--- config.mk ---
export PLATFORM = sky130hd
export DESIGN_NAME = fcsis_top
export DESIGN_NICKNAME = d
export VERILOG_FILES = /design/src/fcsis_pkg.sv /design/src/fcsis_top.sv
export SDC_FILE = /design/constraint.sdc
export NUM_CORES = 1
export LEC_CHECK = 0
export ABC_AREA = 1
export CORE_UTILIZATION = 55
export DETAILED_ROUTE_END_ITERATION = 10
export DONT_BUFFER_PORTS = 1
export HOLD_SLACK_MARGIN = 0.1
export PLACE_DENSITY = 0.73
export REMOVE_ABC_BUFFERS = 1
export SYNTH_ARGS = -nofsm -noshare
export SYNTH_HDL_FRONTEND = slang
export SYNTH_SLANG_ARGS = --single-unit
--- constraint.sdc ---
create_clock -name MCLK_I -period 10.1 [get_ports MCLK_I]
set_clock_uncertainty 0.05 [all_clocks]
set_input_delay 1.01 -clock MCLK_I [delete_from_list [all_inputs] [get_ports MCLK_I]]
set_output_delay 1.01 -clock MCLK_I [all_outputs]
set_load 0.05 [all_outputs]
--- src/fcsis_pkg.sv ---
// Package: register map, field layout and types of the flash cache status block
package fcsis_pkg;

    // ==========================================================
    // Register offsets (byte addresses)
    localparam logic [11:0] OFS_STATUS = 12'h004;
    localparam logic [11:0] OFS_IRQ_MASK = 12'h008;
    localparam logic [11:0] OFS_IRQ_FLAGS = 12'h00c;
    localparam logic [11:0] OFS_BUILD = 12'h010;
    localparam logic [11:0] OFS_HIT_CNT = 12'h014;
    localparam logic [11:0] OFS_MISS_CNT = 12'h018;
    localparam logic [11:0] OFS_IDENT_4 = 12'hfd0;
    localparam logic [11:0] OFS_IDENT_5 = 12'hfd4;
    localparam logic [11:0] OFS_IDENT_6 = 12'hfd8;
    localparam logic [11:0] OFS_IDENT_7 = 12'hfdc;
    localparam logic [11:0] OFS_IDENT_0 = 12'hfe0;

    // ==========================================================
    // Field positions
    localparam int STAT_POWER_ACK_BIT = 4;
    localparam int STAT_INVAL_BIT = 2;
    localparam int STAT_STATE_LSB = 0;
    localparam int FAULT_INVAL_BIT = 1;
    localparam int FAULT_POWER_BIT = 0;
    localparam int FAULT_W = 2;
    localparam int BUILD_STATS_BIT = 13;
    localparam int BUILD_RSTALL_BIT = 12;
    localparam int BUILD_WAYS_LSB = 10;
    localparam int BUILD_WAYSZ_LSB = 5;
    localparam int BUILD_ADDR_WIDTH_LSB = 0;
    localparam int IDENT_SIZE_LSB = 4;

    // ==========================================================
    // Reset and build values
    localparam logic [FAULT_W-1:0] MASK_RESET = 2'h0;
    localparam logic [FAULT_W-1:0] FLAGS_RESET = 2'h0;
    localparam logic [31:0] CNT_RESET = 32'h0000_0000;
    localparam logic RESET_ALL_REGS = 1'b1;
    localparam logic [1:0] WAYS_CODE = 2'h2;
    localparam logic [4:0] WAY_SIZE_CODE = 5'h0c;
    localparam logic [4:0] FLASH_ADDR_WIDTH_CODE = 5'h12;
    localparam logic [3:0] IDENT_SIZE = 4'h0;

    // ==========================================================
    // Types
    typedef enum logic [1:0] {
        ST_DISABLED,
        ST_ENABLING,
        ST_ENABLED,
        ST_DISABLING
    } fcsis_state_t;

    typedef struct packed {
        logic valid;
        logic read;
        logic cacheable;
        logic hit;
    } fcsis_lookup_t;

    typedef struct packed {
        logic cache_enable;
        logic enable_done;
        logic disable_done;
        logic inval_busy;
        logic manual_invalidate_mode;
        logic manual_invalidate_request;
        logic manual_power_mode;
        logic manual_power_request;
        logic stats_enable;
    } fcsis_ctrl_t;

endpackage : fcsis_pkg

--- src/fcsis_top.sv ---
// Status, fault interrupt, build parameter, statistics and identification registers
// ==========================================================
// What this block does
// Status bit 4 mirrors registered power acknowledge
// Status bit 2 shows invalidation in progress
// Status [1:0] reports the four cache states
// Mask bit zero passes event, one suppresses
// Mask bit 1 invalidation, bit 0 power
// Fault flags set regardless of mask
// Invalidation request outside disabled sets flag
// Power acknowledge or manual request drop faults
// Writing one clears a flag, zero keeps
// Build word bit 13 shows STATS_BUILT, bit 12 reads one
// Build word bits [11:10] give two ways
// Build word bits [9:5] way size code
// Build word bits [4:0] flash address width
// Hit counter counts hits when stats enabled
// Miss counter counts misses when stats enabled
// Only cacheable reads touch the counters
// Any counter write clears it; a same-cycle lookup still counts
// Absent counters still answer OKAY
// Ident word 4 read-only, continuation code
// Ident word 0 part low, others zero
// Software requests invalidation only while disabled
// Manual power request checked in manual mode
// Interrupt is OR of unmasked flags, level
module fcsis_top #(
    parameter logic STATS_BUILT = 1'b1,
    // Arbitrary neutral identity values
    parameter logic [3:0] IDENT_CONT_CODE = 4'h7,
    parameter logic [7:0] IDENT_PART_LOW = 8'h5a
) (
    input wire logic MCLK_I,
    input wire logic RSTN_I,
    input wire logic PSEL_I,
    input wire logic PENABLE_I,
    input wire logic PWRITE_I,
    input wire logic [11:0] PADDR_I,
    input wire logic [31:0] PWDATA_I,
    input wire logic [3:0] PSTRB_I,
    input wire logic [2:0] PPROT_I,
    output logic [31:0] PRDATA_O,
    output logic PREADY_O,
    output logic PSLVERR_O,
    input wire fcsis_pkg::fcsis_ctrl_t CTRL_I,
    input wire fcsis_pkg::fcsis_lookup_t LOOKUP_I,
    input wire logic SRAM_POWER_ACK_IN_I,
    output logic [1:0] CACHE_STATE_O,
    output logic MANUAL_INVALIDATE_FAULT_O,
    output logic POWER_FAULT_O,
    output logic IRQ_O
);
    import fcsis_pkg::*;

    // ==========================================================
    // Reset release
    logic rst_meta_q;
    logic rst_n_q;

    // Synchronised release lets every flop on rst_n_q leave reset on one edge
    always_ff @(posedge MCLK_I or negedge RSTN_I) begin
        if (!RSTN_I) begin
            rst_meta_q <= 1'b0;
            rst_n_q <= 1'b0;
        end else begin
            rst_meta_q <= 1'b1;
            rst_n_q <= rst_meta_q;
        end
    end

    // ==========================================================
    // Address decode, shared by read and write paths
    function automatic logic is_reg(input logic [11:0] a, input logic [11:0] ofs);
        return a[11:2] == ofs[11:2];
    endfunction : is_reg

    // ==========================================================
    // Bus access: one wait state, so data and ready come from flops
    logic pready_q;
    logic [31:0] prdata_q;
    logic access;
    logic wr_done;

    // Ready masks access so the ready cycle never starts a second transfer
    assign access = PSEL_I && PENABLE_I && !pready_q;
    assign wr_done = PSEL_I && PENABLE_I && pready_q && PWRITE_I;

    always_ff @(posedge MCLK_I or negedge rst_n_q) begin
        if (!rst_n_q) begin
            pready_q <= 1'b0;
        end else begin
            pready_q <= access;
        end
    end

    // ==========================================================
    // Cache state machine
    fcsis_state_t state_q;
    fcsis_state_t state_d;

    always_comb begin
        state_d = state_q;
        case (state_q)
            ST_DISABLED: begin
                if (CTRL_I.cache_enable) begin
                    state_d = ST_ENABLING;
                end
            end
            // Dropping enable mid-way aborts straight to disabling
            ST_ENABLING: begin
                if (!CTRL_I.cache_enable) begin
                    state_d = ST_DISABLING;
                end else if (CTRL_I.enable_done) begin
                    state_d = ST_ENABLED;
                end
            end
            ST_ENABLED: begin
                if (!CTRL_I.cache_enable) begin
                    state_d = ST_DISABLING;
                end
            end
            ST_DISABLING: begin
                if (CTRL_I.disable_done) begin
                    state_d = ST_DISABLED;
                end
            end
            default: begin
                state_d = ST_DISABLED;
            end
        endcase
    end

    // State tracking
    always_ff @(posedge MCLK_I or negedge rst_n_q) begin
        if (!rst_n_q) begin
            state_q <= ST_DISABLED;
        end else begin
            state_q <= state_d;
        end
    end

    // ==========================================================
    // Status inputs
    logic power_ack_view_q;
    logic invalidation_active_q;
    logic inval_req_q;
    logic power_req_q;

    // Registered acknowledge
    always_ff @(posedge MCLK_I or negedge rst_n_q) begin
        if (!rst_n_q) begin
            power_ack_view_q <= 1'b0;
        end else begin
            power_ack_view_q <= SRAM_POWER_ACK_IN_I;
        end
    end

    // Invalidation busy view
    always_ff @(posedge MCLK_I or negedge rst_n_q) begin
        if (!rst_n_q) begin
            invalidation_active_q <= 1'b0;
        end else begin
            invalidation_active_q <= CTRL_I.inval_busy;
        end
    end

    // Previous request levels, for edge detection
    always_ff @(posedge MCLK_I or negedge rst_n_q) begin
        if (!rst_n_q) begin
            inval_req_q <= 1'b0;
            power_req_q <= 1'b0;
        end else begin
            inval_req_q <= CTRL_I.manual_invalidate_request;
            power_req_q <= CTRL_I.manual_power_request;
        end
    end

    // ==========================================================
    // Fault events
    logic inval_event;
    logic power_event;
    logic ack_drop;
    logic req_drop;

    // Request raised while not disabled; software should avoid this
    assign inval_event = CTRL_I.manual_invalidate_mode && CTRL_I.manual_invalidate_request
        && !inval_req_q && (state_q != ST_DISABLED);
    // Acknowledge lost while the cache is in use
    assign ack_drop = power_ack_view_q && !SRAM_POWER_ACK_IN_I && (state_q != ST_DISABLED);
    // Manual request dropped only counts in manual power mode
    assign req_drop = CTRL_I.manual_power_mode && power_req_q
        && !CTRL_I.manual_power_request && (state_q == ST_ENABLED);
    assign power_event = ack_drop || req_drop;

    // ==========================================================
    // Mask and fault flags
    logic [FAULT_W-1:0] mask_q;
    logic [FAULT_W-1:0] flags_q;
    logic [FAULT_W-1:0] flags_set;
    logic [FAULT_W-1:0] flags_clr;

    assign flags_set = {inval_event, power_event};
    // Both flag bits sit in byte lane 0
    assign flags_clr = (wr_done && is_reg(PADDR_I, OFS_IRQ_FLAGS) && PSTRB_I[0])
        ? PWDATA_I[FAULT_W-1:0] : '0;

    // Mask register, cleared at reset
    always_ff @(posedge MCLK_I or negedge rst_n_q) begin
        if (!rst_n_q) begin
            mask_q <= MASK_RESET;
        end else if (wr_done && is_reg(PADDR_I, OFS_IRQ_MASK) && PSTRB_I[0]) begin
            mask_q <= PWDATA_I[FAULT_W-1:0];
        end
    end

    // Set regardless of mask; an event beats a same-cycle clear
    // Write-one-to-clear
    always_ff @(posedge MCLK_I or negedge rst_n_q) begin
        if (!rst_n_q) begin
            flags_q <= FLAGS_RESET;
        end else begin
            flags_q <= (flags_q & ~flags_clr) | flags_set;
        end
    end

    // Bit 1 gates invalidation fault, bit 0 power fault
    // Level request from unmasked flags
    always_ff @(posedge MCLK_I or negedge rst_n_q) begin
        if (!rst_n_q) begin
            IRQ_O <= 1'b0;
        end else begin
            IRQ_O <= |(flags_q & ~mask_q);
        end
    end

    // ==========================================================
    // Statistics counters
    logic [31:0] hit_cnt_q;
    logic [31:0] miss_cnt_q;
    logic lookup_ok;
    logic hit_inc;
    logic miss_inc;

    // Only cacheable reads are looked up
    assign lookup_ok = LOOKUP_I.valid && LOOKUP_I.read && LOOKUP_I.cacheable
        && CTRL_I.stats_enable && STATS_BUILT;
    assign hit_inc = lookup_ok && LOOKUP_I.hit;
    assign miss_inc = lookup_ok && !LOOKUP_I.hit;

    // Counters wrap at all ones; software clears them before long runs
    // Hit counting
    // Any write clears; a lookup in that cycle still counts
    always_ff @(posedge MCLK_I or negedge rst_n_q) begin
        if (!rst_n_q) begin
            hit_cnt_q <= CNT_RESET;
        end else if (wr_done && is_reg(PADDR_I, OFS_HIT_CNT)) begin
            hit_cnt_q <= {31'h0000_0000, hit_inc};
        end else if (hit_inc) begin
            hit_cnt_q <= hit_cnt_q + 32'h0000_0001;
        end
    end

    // Miss counting
    // Clear on write
    always_ff @(posedge MCLK_I or negedge rst_n_q) begin
        if (!rst_n_q) begin
            miss_cnt_q <= CNT_RESET;
        end else if (wr_done && is_reg(PADDR_I, OFS_MISS_CNT)) begin
            miss_cnt_q <= {31'h0000_0000, miss_inc};
        end else if (miss_inc) begin
            miss_cnt_q <= miss_cnt_q + 32'h0000_0001;
        end
    end

    // ==========================================================
    // Read mux
    logic [31:0] rd_d;

    // Build word kept in one place so the read mux stays flat
    function automatic logic [31:0] build_word(input logic stats);
        logic [31:0] w;
        w = 32'h0000_0000;
        // Build options
        w[BUILD_STATS_BIT] = stats;
        w[BUILD_RSTALL_BIT] = RESET_ALL_REGS;
        // Way count
        w[BUILD_WAYS_LSB +: 2] = WAYS_CODE;
        // Way size
        w[BUILD_WAYSZ_LSB +: 5] = WAY_SIZE_CODE;
        // Flash address width
        w[BUILD_ADDR_WIDTH_LSB +: 5] = FLASH_ADDR_WIDTH_CODE;
        return w;
    endfunction : build_word

    always_comb begin
        // Holes and unused ident words read zero
        rd_d = 32'h0000_0000;
        if (is_reg(PADDR_I, OFS_STATUS)) begin
            rd_d[STAT_POWER_ACK_BIT] = power_ack_view_q;
            rd_d[STAT_INVAL_BIT] = invalidation_active_q;
            rd_d[STAT_STATE_LSB +: 2] = state_q;
        end else if (is_reg(PADDR_I, OFS_IRQ_MASK)) begin
            rd_d[FAULT_W-1:0] = mask_q;
        end else if (is_reg(PADDR_I, OFS_IRQ_FLAGS)) begin
            rd_d[FAULT_W-1:0] = flags_q;
        end else if (is_reg(PADDR_I, OFS_BUILD)) begin
            rd_d = build_word(STATS_BUILT);
        end else if (is_reg(PADDR_I, OFS_HIT_CNT)) begin
            // Absent counters read zero, still OKAY
            rd_d = STATS_BUILT ? hit_cnt_q : 32'h0000_0000;
        end else if (is_reg(PADDR_I, OFS_MISS_CNT)) begin
            rd_d = STATS_BUILT ? miss_cnt_q : 32'h0000_0000;
        end else if (is_reg(PADDR_I, OFS_IDENT_4)) begin
            // Continuation code, size zero
            rd_d[3:0] = IDENT_CONT_CODE;
            rd_d[IDENT_SIZE_LSB +: 4] = IDENT_SIZE;
        end else if (is_reg(PADDR_I, OFS_IDENT_0)) begin
            // Low part number byte
            rd_d[7:0] = IDENT_PART_LOW;
        end
    end

    // Data only loads on reads, so writes never disturb it
    always_ff @(posedge MCLK_I or negedge rst_n_q) begin
        if (!rst_n_q) begin
            prdata_q <= 32'h0000_0000;
        end else if (access && !PWRITE_I) begin
            prdata_q <= rd_d;
        end
    end

    // ==========================================================
    // Outputs
    // State pins follow the state register
    always_ff @(posedge MCLK_I or negedge rst_n_q) begin
        if (!rst_n_q) begin
            CACHE_STATE_O <= 2'h0;
        end else begin
            CACHE_STATE_O <= state_d;
        end
    end

    // Invalidation fault pulse, same edge as its flag
    always_ff @(posedge MCLK_I or negedge rst_n_q) begin
        if (!rst_n_q) begin
            MANUAL_INVALIDATE_FAULT_O <= 1'b0;
        end else begin
            MANUAL_INVALIDATE_FAULT_O <= inval_event;
        end
    end

    // Power fault pulse, same edge as its flag
    always_ff @(posedge MCLK_I or negedge rst_n_q) begin
        if (!rst_n_q) begin
            POWER_FAULT_O <= 1'b0;
        end else begin
            POWER_FAULT_O <= power_event;
        end
    end

    // Never an error response, absent counters included
    always_ff @(posedge MCLK_I or negedge rst_n_q) begin
        if (!rst_n_q) begin
            PSLVERR_O <= 1'b0;
        end else begin
            PSLVERR_O <= 1'b0;
        end
    end

    assign PRDATA_O = prdata_q;
    assign PREADY_O = pready_q;

endmodule : fcsis_top

# Word-level counts from Yosys, hierarchy flattened
# Cells that the tools add are included.
# classes
n_mux,25
bitwise,5
n_reduce_logical,37
n_eq_ne,15
add_sub_neg,2
# ops
cell,count
$mux W32,6
$add A32 B1 Y32 const B,2
$mux W30,2
$eq A10 B3 Y1 const B,3
$mux W27,1
$logic_and A1 B1 Y1,24
$mux W24,1
$eq A10 B10 Y1 const B,2
$eq A10 B2 Y1 const B,2
$mux W2,8
$mux W8,2
$eq A10 B1 Y1 const B,1
$pmux W2 S4,1
$mux W7,1
$logic_not A1 Y1,6
$ne A2 B2 Y1 const B,3
$reduce_bool A2 Y1,3
$and A2 B2 Y2,2
$eq A2 B2 Y1 const B,2
$not A2 Y2,2
$reduce_and A4 Y1,1
$mux W3,1
$ne A3 B3 Y1 const B,1
$eq A2 B1 Y1 const B,1
other kinds (5),6
# totals
word_cells,100
reg_bits,112
out_inout_bits,39

# Depth between registers and ports, before layout
# Gate-level depths: netlist of run 1.
# logic_depth
ltp_word,9
ltp_mapped,12
mapped_depth_nobuf,11

# Worst setup path before layout of run 1
# OpenSTA, ideal clock, no wires.
# synth_timing
path_kind,input-to-reg
startpoint,input port LOOKUP_I[3] in the netlist's numbering
endpoint,register hit_cnt_q[17]
setup_time_ps,128
required_ps,9922
path_stages,7
arrival_time_ps,1976
path_buffers,1
setup_slack_ps,7947
path_cell_list,nand2_1 > nor2_1 > nand2_2 > clkinv_1 > nor2_1 > buf_2 > o21ai_0
# synth_via
elab_chain_len,5
# synth_lines
element,line_no,source
start: declaration,fcsis_top.sv:46,"input wire fcsis_pkg::fcsis_lookup_t LOOKUP_I,"
$logic_and A1 B1 Y1 (2 in series),fcsis_top.sv:245,assign lookup_ok = LOOKUP_I.valid && LOOKUP_I.read && LOOKUP_I.cacheable
$logic_and A1 B1 Y1,fcsis_top.sv:246,&& CTRL_I.stats_enable && STATS_BUILT;
$logic_and A1 B1 Y1,fcsis_top.sv:247,assign hit_inc = lookup_ok && LOOKUP_I.hit;
$reduce_bool A2 Y1 (no line),-,
end signal: assignment,fcsis_top.sv:257,"hit_cnt_q <= {31'h0000_0000, hit_inc};"
end signal: assignment,fcsis_top.sv:259,hit_cnt_q <= hit_cnt_q + 32'h0000_0001;
end: declaration,fcsis_top.sv:238,logic [31:0] hit_cnt_q;
# Every way passes these cells.
# A chain may end at the register's enable or synchronous reset.

# Worst setup path after layout of run 1
# layout_timing
startpoint,input port PADDR_I[11]
endpoint,register hit_cnt_q[4]
# layout_via
elab_chain_len,3
word_cells_on_any_way,4
classes_between,1 x eq/ne; 1 x mux; 2 x reduce/logical
# layout_lines
element,line_no,source
start: declaration,fcsis_top.sv:38,"input wire logic [11:0] PADDR_I,"
$eq A10 B3 Y1 (*),fcsis_top.sv:74,return a[11:2] == ofs[11:2];
$logic_and A1 B1 Y1 (*),fcsis_top.sv:256,"end else if (wr_done && is_reg(PADDR_I, OFS_HIT_CNT)) begin"
$mux W32 / $reduce_bool A2 Y1 (equally long branches),-,
# Every way passes the cells marked *; elsewhere a longest branch is shown, timed or not.

==> metrics.txt, run 1 <==
# TYPE chip_impl_metric gauge
chip_impl_metric{name="postLayoutCoreUtil",unit="%"} 59.5
chip_impl_metric{name="number_of_cell_rows",unit=""} 40
chip_impl_metric{name="fraction_of_layout_instances_using_a_drive_strength_above_1",unit="%"} 6.28
chip_impl_metric{name="detail_route.first_pass.iterations",unit=""} 6
chip_impl_metric{name="start_util",unit="%"} 56.3
chip_impl_metric{name="timing_hold_violations_final",unit=""} 0
chip_impl_metric{name="gp_congestion",unit=""} 0.959
chip_impl_metric{name="post-place-ws",unit="ns"} 6.26
chip_impl_metric{name="vdd_ir_drop_max",unit="µV"} 144
chip_impl_metric{name="cap_violations",unit=""} 0
chip_impl_info{name="grt_setup_unrepaired",value="no"} 1
chip_impl_metric{name="boundaryPins",unit=""} 109
chip_impl_metric{name="first_global_vias",unit=""} 5739
chip_impl_metric{name="drt_drc_violations_left",unit=""} 0
chip_impl_metric{name="clkTransAtPathRegs",unit="ns"} 0.07
chip_impl_metric{name="ys_seq_elements",unit=""} 112
chip_impl_metric{name="power_leakage",unit="nW"} 3.39
chip_impl_info{name="criticalPathCategory",value="in -> reg"} 1
chip_impl_metric{name="die_height",unit="µm"} 113
chip_impl_metric{name="layout.nets",unit=""} 1026
chip_impl_metric{name="area_used_by_multi_input_combinational_logic",unit="µm²"} 3400
chip_impl_metric{name="clkLatencyLatePin",unit="ns"} 0.36
chip_impl_metric{name="grt_first_pass_wirelength",unit="µm"} 29600
chip_impl_metric{name="synthDominantCellAreaShare",unit="%"} 41.6
chip_impl_metric{name="postLayoutSetupSlackWorst",unit="ns"} 6.60
chip_impl_metric{name="fill_cells",unit=""} 1133
chip_impl_info{name="worstSetupEndpointType",value="register"} 1
chip_impl_metric{name="post_synth_inst_count",unit=""} 959
chip_impl_metric{name="critPathRequiredTime",unit="ns"} 10.34
chip_impl_metric{name="fp.dieArea",unit="µm²"} 12700
chip_impl_info{name="ctsRootBufferMaster",value="sky130_fd_sc_hd__clkbuf_16"} 1
chip_impl_metric{name="syn-mean-instance-area",unit="µm²"} 7.03
chip_impl_metric{name="clock_sink_count",unit=""} 112
chip_impl_metric{name="dpl-instance-area",unit="µm²"} 6820
chip_impl_info{name="synth_top_area_cell",value="sky130_fd_sc_hd__dfrtp_1"} 1
chip_impl_metric{name="cts_htree_levels",unit=""} 3
chip_impl_metric{name="max_clock_freq",unit="GHz"} 0.285
chip_impl_metric{name="worst_ep_arrival_time",unit="ns"} 3.74
chip_impl_metric{name="ctsLongestPathBuffers",unit=""} 2
chip_impl_metric{name="seq_area_frac_synth",unit="%"} 41.6
chip_impl_metric{name="fp.coreArea",unit="µm²"} 12000
chip_impl_metric{name="cts_resized",unit=""} 0
chip_impl_metric{name="period_share",unit="%"} 34.7
chip_impl_info{name="status",value="finished clean"} 1
chip_impl_metric{name="post-cts-setup-buffers",unit=""} 0
chip_impl_metric{name="vias",unit=""} 6293
chip_impl_metric{name="cts-buffers-inserted",unit=""} 9
chip_impl_metric{name="synth_cell_types",unit=""} 43
chip_impl_metric{name="slew_headroom",unit="%"} 35.5
chip_impl_metric{name="final_cell_area",unit="µm²"} 7120
chip_impl_metric{name="rrSetupSlack",unit="ns"} 7.46
chip_impl_metric{name="track_usage",unit="%"} 30.3
chip_impl_metric{name="drv_slew",unit=""} 0
chip_impl_metric{name="fin_tns_setup",unit="ns"} 0
chip_impl_info{name="hp-class",value="in -> async"} 1
chip_impl_metric{name="dpl.hpwl",unit="µm"} 13900
chip_impl_metric{name="globalRouteOverflowTotal",unit=""} 0
chip_impl_metric{name="detail_route.iter0.violations",unit=""} 617
chip_impl_info{name="timing.critical_path.from_type",value="input port"} 1
chip_impl_metric{name="final-setup-viol-count",unit=""} 0
chip_impl_metric{name="grt_max_degree",unit=""} 57
chip_impl_metric{name="ys.warnings.count",unit=""} 0
chip_impl_metric{name="worst-slew-pin-transition",unit="ns"} 0.965
chip_impl_metric{name="route.final.wire_length",unit="µm"} 18500
chip_impl_metric{name="period_needed",unit="ns"} 3.50
chip_impl_metric{name="critical_path.max_fanout",unit=""} 42
chip_impl_metric{name="grt_antenna_before_repair",unit=""} 0
chip_impl_metric{name="vias_per_cell",unit=""} 5.71
chip_impl_metric{name="power_per_cell_area",unit="nW/µm²"} 154
chip_impl_metric{name="wl_per_cell",unit="µm"} 16.8
chip_impl_info{name="tritoncts_clock_tree",value="yes"} 1
chip_impl_metric{name="n_antenna_cell",unit=""} 0
chip_impl_info{name="synth.area.top_cells",value="sky130_fd_sc_hd__dfrtp_1, sky130_fd_sc_hd__nand2_1, sky130_fd_sc_hd__nand3_1, sky130_fd_sc_hd__nor2_1, sky130_fd_sc_hd__inv_1"} 1
chip_impl_metric{name="seqCellArea",unit="µm²"} 2810
chip_impl_metric{name="drt.antenna.violating_nets",unit=""} 0
chip_impl_metric{name="flow.area_growth_from_synthesis",unit="%"} 5.64
chip_impl_metric{name="port_buffers",unit=""} 0
chip_impl_metric{name="netlist_area",unit="µm²"} 6740
chip_impl_metric{name="cts_hold_repair.buffers",unit=""} 0
chip_impl_metric{name="die_width",unit="µm"} 113
cell usage in the layout (no fill, tap or decap), types with 2 or more instances in the layout:
| cell | count |
|---|---|
| sky130_fd_sc_hd__xor2_1 | 7 |
| sky130_fd_sc_hd__ha_1 | 6 |
| sky130_fd_sc_hd__nand2_2 | 12 |
| sky130_fd_sc_hd__nand2_4 | 4 |
| sky130_fd_sc_hd__o21ai_1 | 35 |
| sky130_fd_sc_hd__o22ai_1 | 2 |
| sky130_fd_sc_hd__nor2_4 | 3 |
| sky130_fd_sc_hd__a31oi_1 | 2 |
| sky130_fd_sc_hd__dfrtp_1 | 111 |
| sky130_fd_sc_hd__nand3b_1 | 2 |
| sky130_fd_sc_hd__inv_2 | 10 |
| sky130_fd_sc_hd__inv_6 | 2 |
| sky130_fd_sc_hd__nor2_2 | 5 |
| sky130_fd_sc_hd__nand4_1 | 32 |
| sky130_fd_sc_hd__clkbuf_16 | 9 |
| sky130_fd_sc_hd__buf_4 | 2 |
| sky130_fd_sc_hd__nand3_1 | 88 |
| sky130_fd_sc_hd__nor2_1 | 109 |
| sky130_fd_sc_hd__conb_1 | 2 |
| sky130_fd_sc_hd__nor4_1 | 3 |
| sky130_fd_sc_hd__o21ai_0 | 67 |
| sky130_fd_sc_hd__a21oi_1 | 25 |
| sky130_fd_sc_hd__nand2_1 | 261 |
| sky130_fd_sc_hd__inv_1 | 99 |
| sky130_fd_sc_hd__o211ai_1 | 4 |
| sky130_fd_sc_hd__nor3_1 | 31 |
| sky130_fd_sc_hd__nor3_2 | 2 |
per-stage QoR:
step | hold slack, ns | instances | power, mW
after CTS | 0.277 | 1102 | 1.10
after floorplan | 0.281 | 937 | 0.680
final | 0.289 | 1102 | 1.10
after global routing | 0.273 | 1102 | 1.15
after global placement | 0.287 | 1086 | 0.730
after detailed placement | 0.291 | 1086 | 0.733
routing by layer:
layer	up-vias	routed length, µm	global-route usage (%)
li1	3127	-	-
met3	23	1070	5.57
met1	2944	8520	42.8
met2	199	8550	48.0
met4	0	330	8.18
met5	-	0	0
registers in the layout, indices dropped and copies added (netlist names), 2 cells and up:
register	flops
flags_q	2
mask_q	2
CACHE_STATE_O	2
hit_cnt_q	32
miss_cnt_q	32
PRDATA_O	32
area by class of cell:
type	count	area share, %
Tap cell	147	2.58
Clock inverter	6	1.02
Multi-Input combinational cell	715	47.8
Clock buffer	10	3.22
Sequential cell	112	39.4
Inverter	110	5.80
Timing Repair Buffer	2	0.211
cell families after synthesis:
family | Yosys count | share of synthesized area, %
and+or+nand+nor | 559 | 37.3
AOI/OAI and AO/OA | 140 | 10.8
buffers and inverters | 132 | 7.97
DFF | 112 | 41.6
xor gates and xnor gates | 8 | 1.04
adders and majority gates | 6 | 1.11
other | 2 | 0.111
cells in the mapped netlist:
library cell / count
sky130_fd_sc_hd__nand2_1: 261
sky130_fd_sc_hd__dfrtp_1: 112
sky130_fd_sc_hd__nor2_1: 109
sky130_fd_sc_hd__inv_1: 99
sky130_fd_sc_hd__nand3_1: 88
sky130_fd_sc_hd__o21ai_0: 67
sky130_fd_sc_hd__o21ai_1: 35
sky130_fd_sc_hd__nand4_1: 32
sky130_fd_sc_hd__nor3_1: 31
sky130_fd_sc_hd__a21oi_1: 25
sky130_fd_sc_hd__nand2_2: 12
sky130_fd_sc_hd__buf_2: 11
sky130_fd_sc_hd__inv_2: 10
sky130_fd_sc_hd__xor2_1: 7
sky130_fd_sc_hd__clkbuf_1: 6
sky130_fd_sc_hd__ha_1: 6
sky130_fd_sc_hd__nor2_2: 5
sky130_fd_sc_hd__nand2_4: 4
sky130_fd_sc_hd__o211ai_1: 4
sky130_fd_sc_hd__buf_6: 3
sky130_fd_sc_hd__nor2_4: 3
sky130_fd_sc_hd__nor4_1: 3
sky130_fd_sc_hd__a31oi_1: 2
sky130_fd_sc_hd__conb_1: 2
sky130_fd_sc_hd__nand3b_1: 2
sky130_fd_sc_hd__nor3_2: 2
sky130_fd_sc_hd__o22ai_1: 2
sky130_fd_sc_hd__a21o_1: 1
sky130_fd_sc_hd__a221oi_1: 1
sky130_fd_sc_hd__buf_4: 1
sky130_fd_sc_hd__clkbuf_2: 1
sky130_fd_sc_hd__clkinv_1: 1
sky130_fd_sc_hd__nand3_4: 1
sky130_fd_sc_hd__nor2_8: 1
sky130_fd_sc_hd__nor3_4: 1
sky130_fd_sc_hd__nor3b_1: 1
sky130_fd_sc_hd__nor3b_2: 1
sky130_fd_sc_hd__nor4_2: 1
sky130_fd_sc_hd__o21bai_1: 1
sky130_fd_sc_hd__o311ai_0: 1
sky130_fd_sc_hd__o31ai_1: 1
sky130_fd_sc_hd__or2_2: 1
sky130_fd_sc_hd__xnor2_1: 1
where the power goes:
group / switching [mW] / internal (mW) / leakage (nW)
combinational: 0.111 / 0.0493 / 1.83
clock: 0.171 / 0.196 / 0.149
sequential: 0.0821 / 0.487 / 1.41
total: 0.364 / 0.732 / 3.39
worst paths after layout:
kind | startpoint | depth (start not counted) | end
setup reg to reg | PREADY_O$_DFF_PN0_ | 6 | hit_cnt_q[4]$_DFFE_PN0P_
hold / removal | RSTN_I | 0 | rst_meta_q$_DFF_PN0_
setup / recovery | PADDR_I[11] | 9 | hit_cnt_q[4]$_DFFE_PN0P_
min in group MCLK_I | rst_meta_q$_DFF_PN0_ | 0 | rst_n_q$_DFF_PN0_
max in group asynchronous | rst_n_q$_DFF_PN0_ | 1 | CACHE_STATE_O[0]$_DFFE_PN0P_
hold reg to reg | rst_meta_q$_DFF_PN0_ | 0 | rst_n_q$_DFF_PN0_
critical path: stages:
cell                      delay (ns)
sky130_fd_sc_hd__nor2_4         0.24
sky130_fd_sc_hd__nand3_4        0.19
sky130_fd_sc_hd__inv_2          0.11
sky130_fd_sc_hd__nand2_2        0.41
sky130_fd_sc_hd__nor2_1         0.91
sky130_fd_sc_hd__nor2_1         0.42
sky130_fd_sc_hd__nor2_1         0.24
sky130_fd_sc_hd__nand2_1        0.07
sky130_fd_sc_hd__a21oi_1        0.12
(Power assumes the default switching activity.)
==> run 2: changes to the inputs <==
Clock period 10.1 ns to 3.39 ns, I/O delays scaled along.
==> metrics.txt, run 2 (synthesized netlist as in run 1, its figures left out) <==
# TYPE chip_impl_metric gauge
chip_impl_metric{name="cts_resized",unit=""} 0
chip_impl_metric{name="detail_route.first_pass.iterations",unit=""} 7
chip_impl_metric{name="worst-slew-pin-transition",unit="ns"} 0.889
chip_impl_metric{name="grt_use_met2",unit="%"} 49.4
chip_impl_metric{name="drt.antenna.violating_nets",unit=""} 0
chip_impl_metric{name="cts-buffers-inserted",unit=""} 9
chip_impl_metric{name="layout.nets",unit=""} 1039
chip_impl_metric{name="final-setup-viol-count",unit=""} 0
chip_impl_metric{name="grt_antenna_before_repair",unit=""} 0
chip_impl_info{name="worstSetupEndpointType",value="register"} 1
chip_impl_metric{name="n_antenna_cell",unit=""} 0
chip_impl_metric{name="power.total",unit="mW"} 3.35
chip_impl_metric{name="post-cts-setup-buffers",unit=""} 0
chip_impl_info{name="hp-class",value="in -> reg"} 1
chip_impl_metric{name="critPathRequiredTime",unit="ns"} 3.62
chip_impl_metric{name="period_share",unit="%"} 74.7
chip_impl_metric{name="timing.critical_path.depth",unit=""} 8
chip_impl_metric{name="cap_violations",unit=""} 0
chip_impl_metric{name="grt_first_pass_wirelength",unit="µm"} 30100
chip_impl_metric{name="track_usage",unit="%"} 30.7
chip_impl_metric{name="worst-path-buf-inv",unit=""} 2
chip_impl_info{name="layer_carrying_the_most_global_route_usage",value="met2"} 1
chip_impl_info{name="highest_delay_cell_along_the_critical_path",value="sky130_fd_sc_hd__dlygate4sd3_1"} 1
chip_impl_metric{name="number_of_cell_rows",unit=""} 40
chip_impl_metric{name="period_needed",unit="ns"} 2.53
chip_impl_metric{name="vdd_ir_drop_max",unit="µV"} 366
chip_impl_info{name="timing.critical_path.from_type",value="input port"} 1
chip_impl_metric{name="fin_tns_setup",unit="ns"} 0
chip_impl_metric{name="route.final.wire_length",unit="µm"} 18700
chip_impl_metric{name="final_cell_count_no_fill",unit=""} 1115
chip_impl_metric{name="power_per_cell_area",unit="nW/µm²"} 460
chip_impl_info{name="critical_path.top_delay_family",value="simple AND/OR/NAND/NOR gates"} 1
chip_impl_metric{name="postLayoutSetupSlackWorst",unit="ns"} 0.859
chip_impl_metric{name="start_util",unit="%"} 56.3
chip_impl_metric{name="drv_slew",unit=""} 0
chip_impl_metric{name="slew_headroom",unit="%"} 40.5
chip_impl_info{name="tritoncts_clock_tree",value="yes"} 1
chip_impl_metric{name="cts_hold_repair.buffers",unit=""} 10
chip_impl_metric{name="dp.cells",unit=""} 1089
chip_impl_metric{name="fp.dieArea",unit="µm²"} 12700
chip_impl_metric{name="grt_util_met3",unit="%"} 5.73
chip_impl_info{name="final_common_cell",value="sky130_fd_sc_hd__nand2_1"} 1
chip_impl_metric{name="boundaryPins",unit=""} 109
chip_impl_metric{name="globalRouteOverflowTotal",unit=""} 0
chip_impl_metric{name="postLayoutCoreUtil",unit="%"} 60.8
chip_impl_metric{name="hold_depth",unit=""} 2
chip_impl_metric{name="max_clock_freq",unit="GHz"} 0.395
chip_impl_metric{name="post-place-ws",unit="ns"} 0.958
chip_impl_metric{name="port_buffers",unit=""} 0
chip_impl_metric{name="drt_drc_violations_left",unit=""} 0
chip_impl_metric{name="gp_congestion",unit=""} 0.949
chip_impl_metric{name="worst_ep_arrival_time",unit="ns"} 2.76
chip_impl_metric{name="grt_max_degree",unit=""} 71
chip_impl_metric{name="critical_path.max_fanout",unit=""} 13
chip_impl_metric{name="die_height",unit="µm"} 113
chip_impl_metric{name="die_width",unit="µm"} 113
chip_impl_info{name="grt_setup_unrepaired",value="no"} 1
chip_impl_info{name="worstPathCellList",value="dlygate4sd3_1 -> nand2_1 -> dlygate4sd3_1 -> nor2_1 -> nand2_1 -> nor3_4 -> nand2_2 -> o21ai_0"} 1
chip_impl_metric{name="fraction_of_layout_instances_using_a_drive_strength_above_1",unit="%"} 6.61
chip_impl_metric{name="cell_depth_of_the_worst_flop_to_flop_path",unit=""} 5
chip_impl_metric{name="clock_sink_count",unit=""} 112
chip_impl_info{name="most_frequent_cells_in_the_layout",value="sky130_fd_sc_hd__nand2_1, sky130_fd_sc_hd__dfrtp_1, sky130_fd_sc_hd__nor2_1"} 1
chip_impl_metric{name="wl_per_cell",unit="µm"} 16.8
chip_impl_info{name="status",value="finished clean"} 1
chip_impl_metric{name="vias",unit=""} 6421
chip_impl_metric{name="dpl.hpwl",unit="µm"} 13900
chip_impl_metric{name="clkLatencyLatePin",unit="ns"} 0.36
chip_impl_metric{name="first_global_vias",unit=""} 6031
chip_impl_metric{name="vias_per_cell",unit=""} 5.76
chip_impl_metric{name="met1_usage_in_global_routing",unit="%"} 42.4
chip_impl_metric{name="ctsLongestPathBuffers",unit=""} 2
chip_impl_metric{name="power_leakage",unit="nW"} 3.45
chip_impl_info{name="ctsRootBufferMaster",value="sky130_fd_sc_hd__clkbuf_16"} 1
chip_impl_metric{name="cts_htree_levels",unit=""} 3
chip_impl_metric{name="flow.area_growth_from_synthesis",unit="%"} 7.91
chip_impl_metric{name="cp_slowest_stage_delay",unit="ns"} 0.56
chip_impl_info{name="criticalPathCategory",value="in -> reg"} 1
chip_impl_metric{name="fp.coreArea",unit="µm²"} 12000
chip_impl_metric{name="timing_hold_violations_final",unit=""} 0
chip_impl_metric{name="detail_route.iter0.violations",unit=""} 595
chip_impl_metric{name="clkTransAtPathRegs",unit="ns"} 0.08
run 2: metal layers:
| layer | part of all wire, % | vias to the layer above |
|---|---|---|
| met4 | 2.0 | 0 |
| met2 | 46 | 226 |
| met1 | 45 | 3002 |
| met3 | 7.0 | 28 |
| li1 | - | 3165 |
| met5 | 0 | - |
run 2: final timing paths:
| path | from | endpoint | slack [ns] |
|---|---|---|---|
| min | PWDATA_I[1] | mask_q[1]$_DFFE_PN0P_ | 0.11 |
| max in group asynchronous | rst_n_q$_DFF_PN0_ | MANUAL_INVALIDATE_FAULT_O$_DFF_PN0_ | 2.25 |
| max | PENABLE_I | PRDATA_O[23]$_DFFE_PN0P_ | 0.86 |
| min in group asynchronous | RSTN_I | rst_meta_q$_DFF_PN0_ | 0.15 |
| max reg2reg | PREADY_O$_DFF_PN0_ | miss_cnt_q[26]$_DFFE_PN0P_ | 0.93 |
| min reg2reg | rst_n_q$_DFF_PN0_ | hit_cnt_q[14]$_DFFE_PN0P_ | 0.27 |
run 2: through the flow:
step	cell area, µm²	hold WS (ns)
after global routing	7270	0.122
after CTS	7270	0.107
after floorplan	6620	-0.00659
after global placement	6850	-0.00653
after detailed placement	6850	-0.00653
final	7270	0.113
run 2: cell type report:
class                           instances  area (µm²)
Inverter                              110         413
Timing Repair Buffer                   15         150
Multi-Input combinational cell        715        3400
Clock buffer                            9         225
Sequential cell                       112        2810
Clock inverter                          7        93.8
Fill cell                            1118        4690
Tap cell                              147         184
run 2: power breakdown:
group | switching (mW) | total, mW | internal (mW)
sequential | 0.246 | 1.70 | 1.45
clock | 0.511 | 1.16 | 0.648
combinational | 0.335 | 0.492 | 0.157
total | 1.09 | 3.35 | 2.25
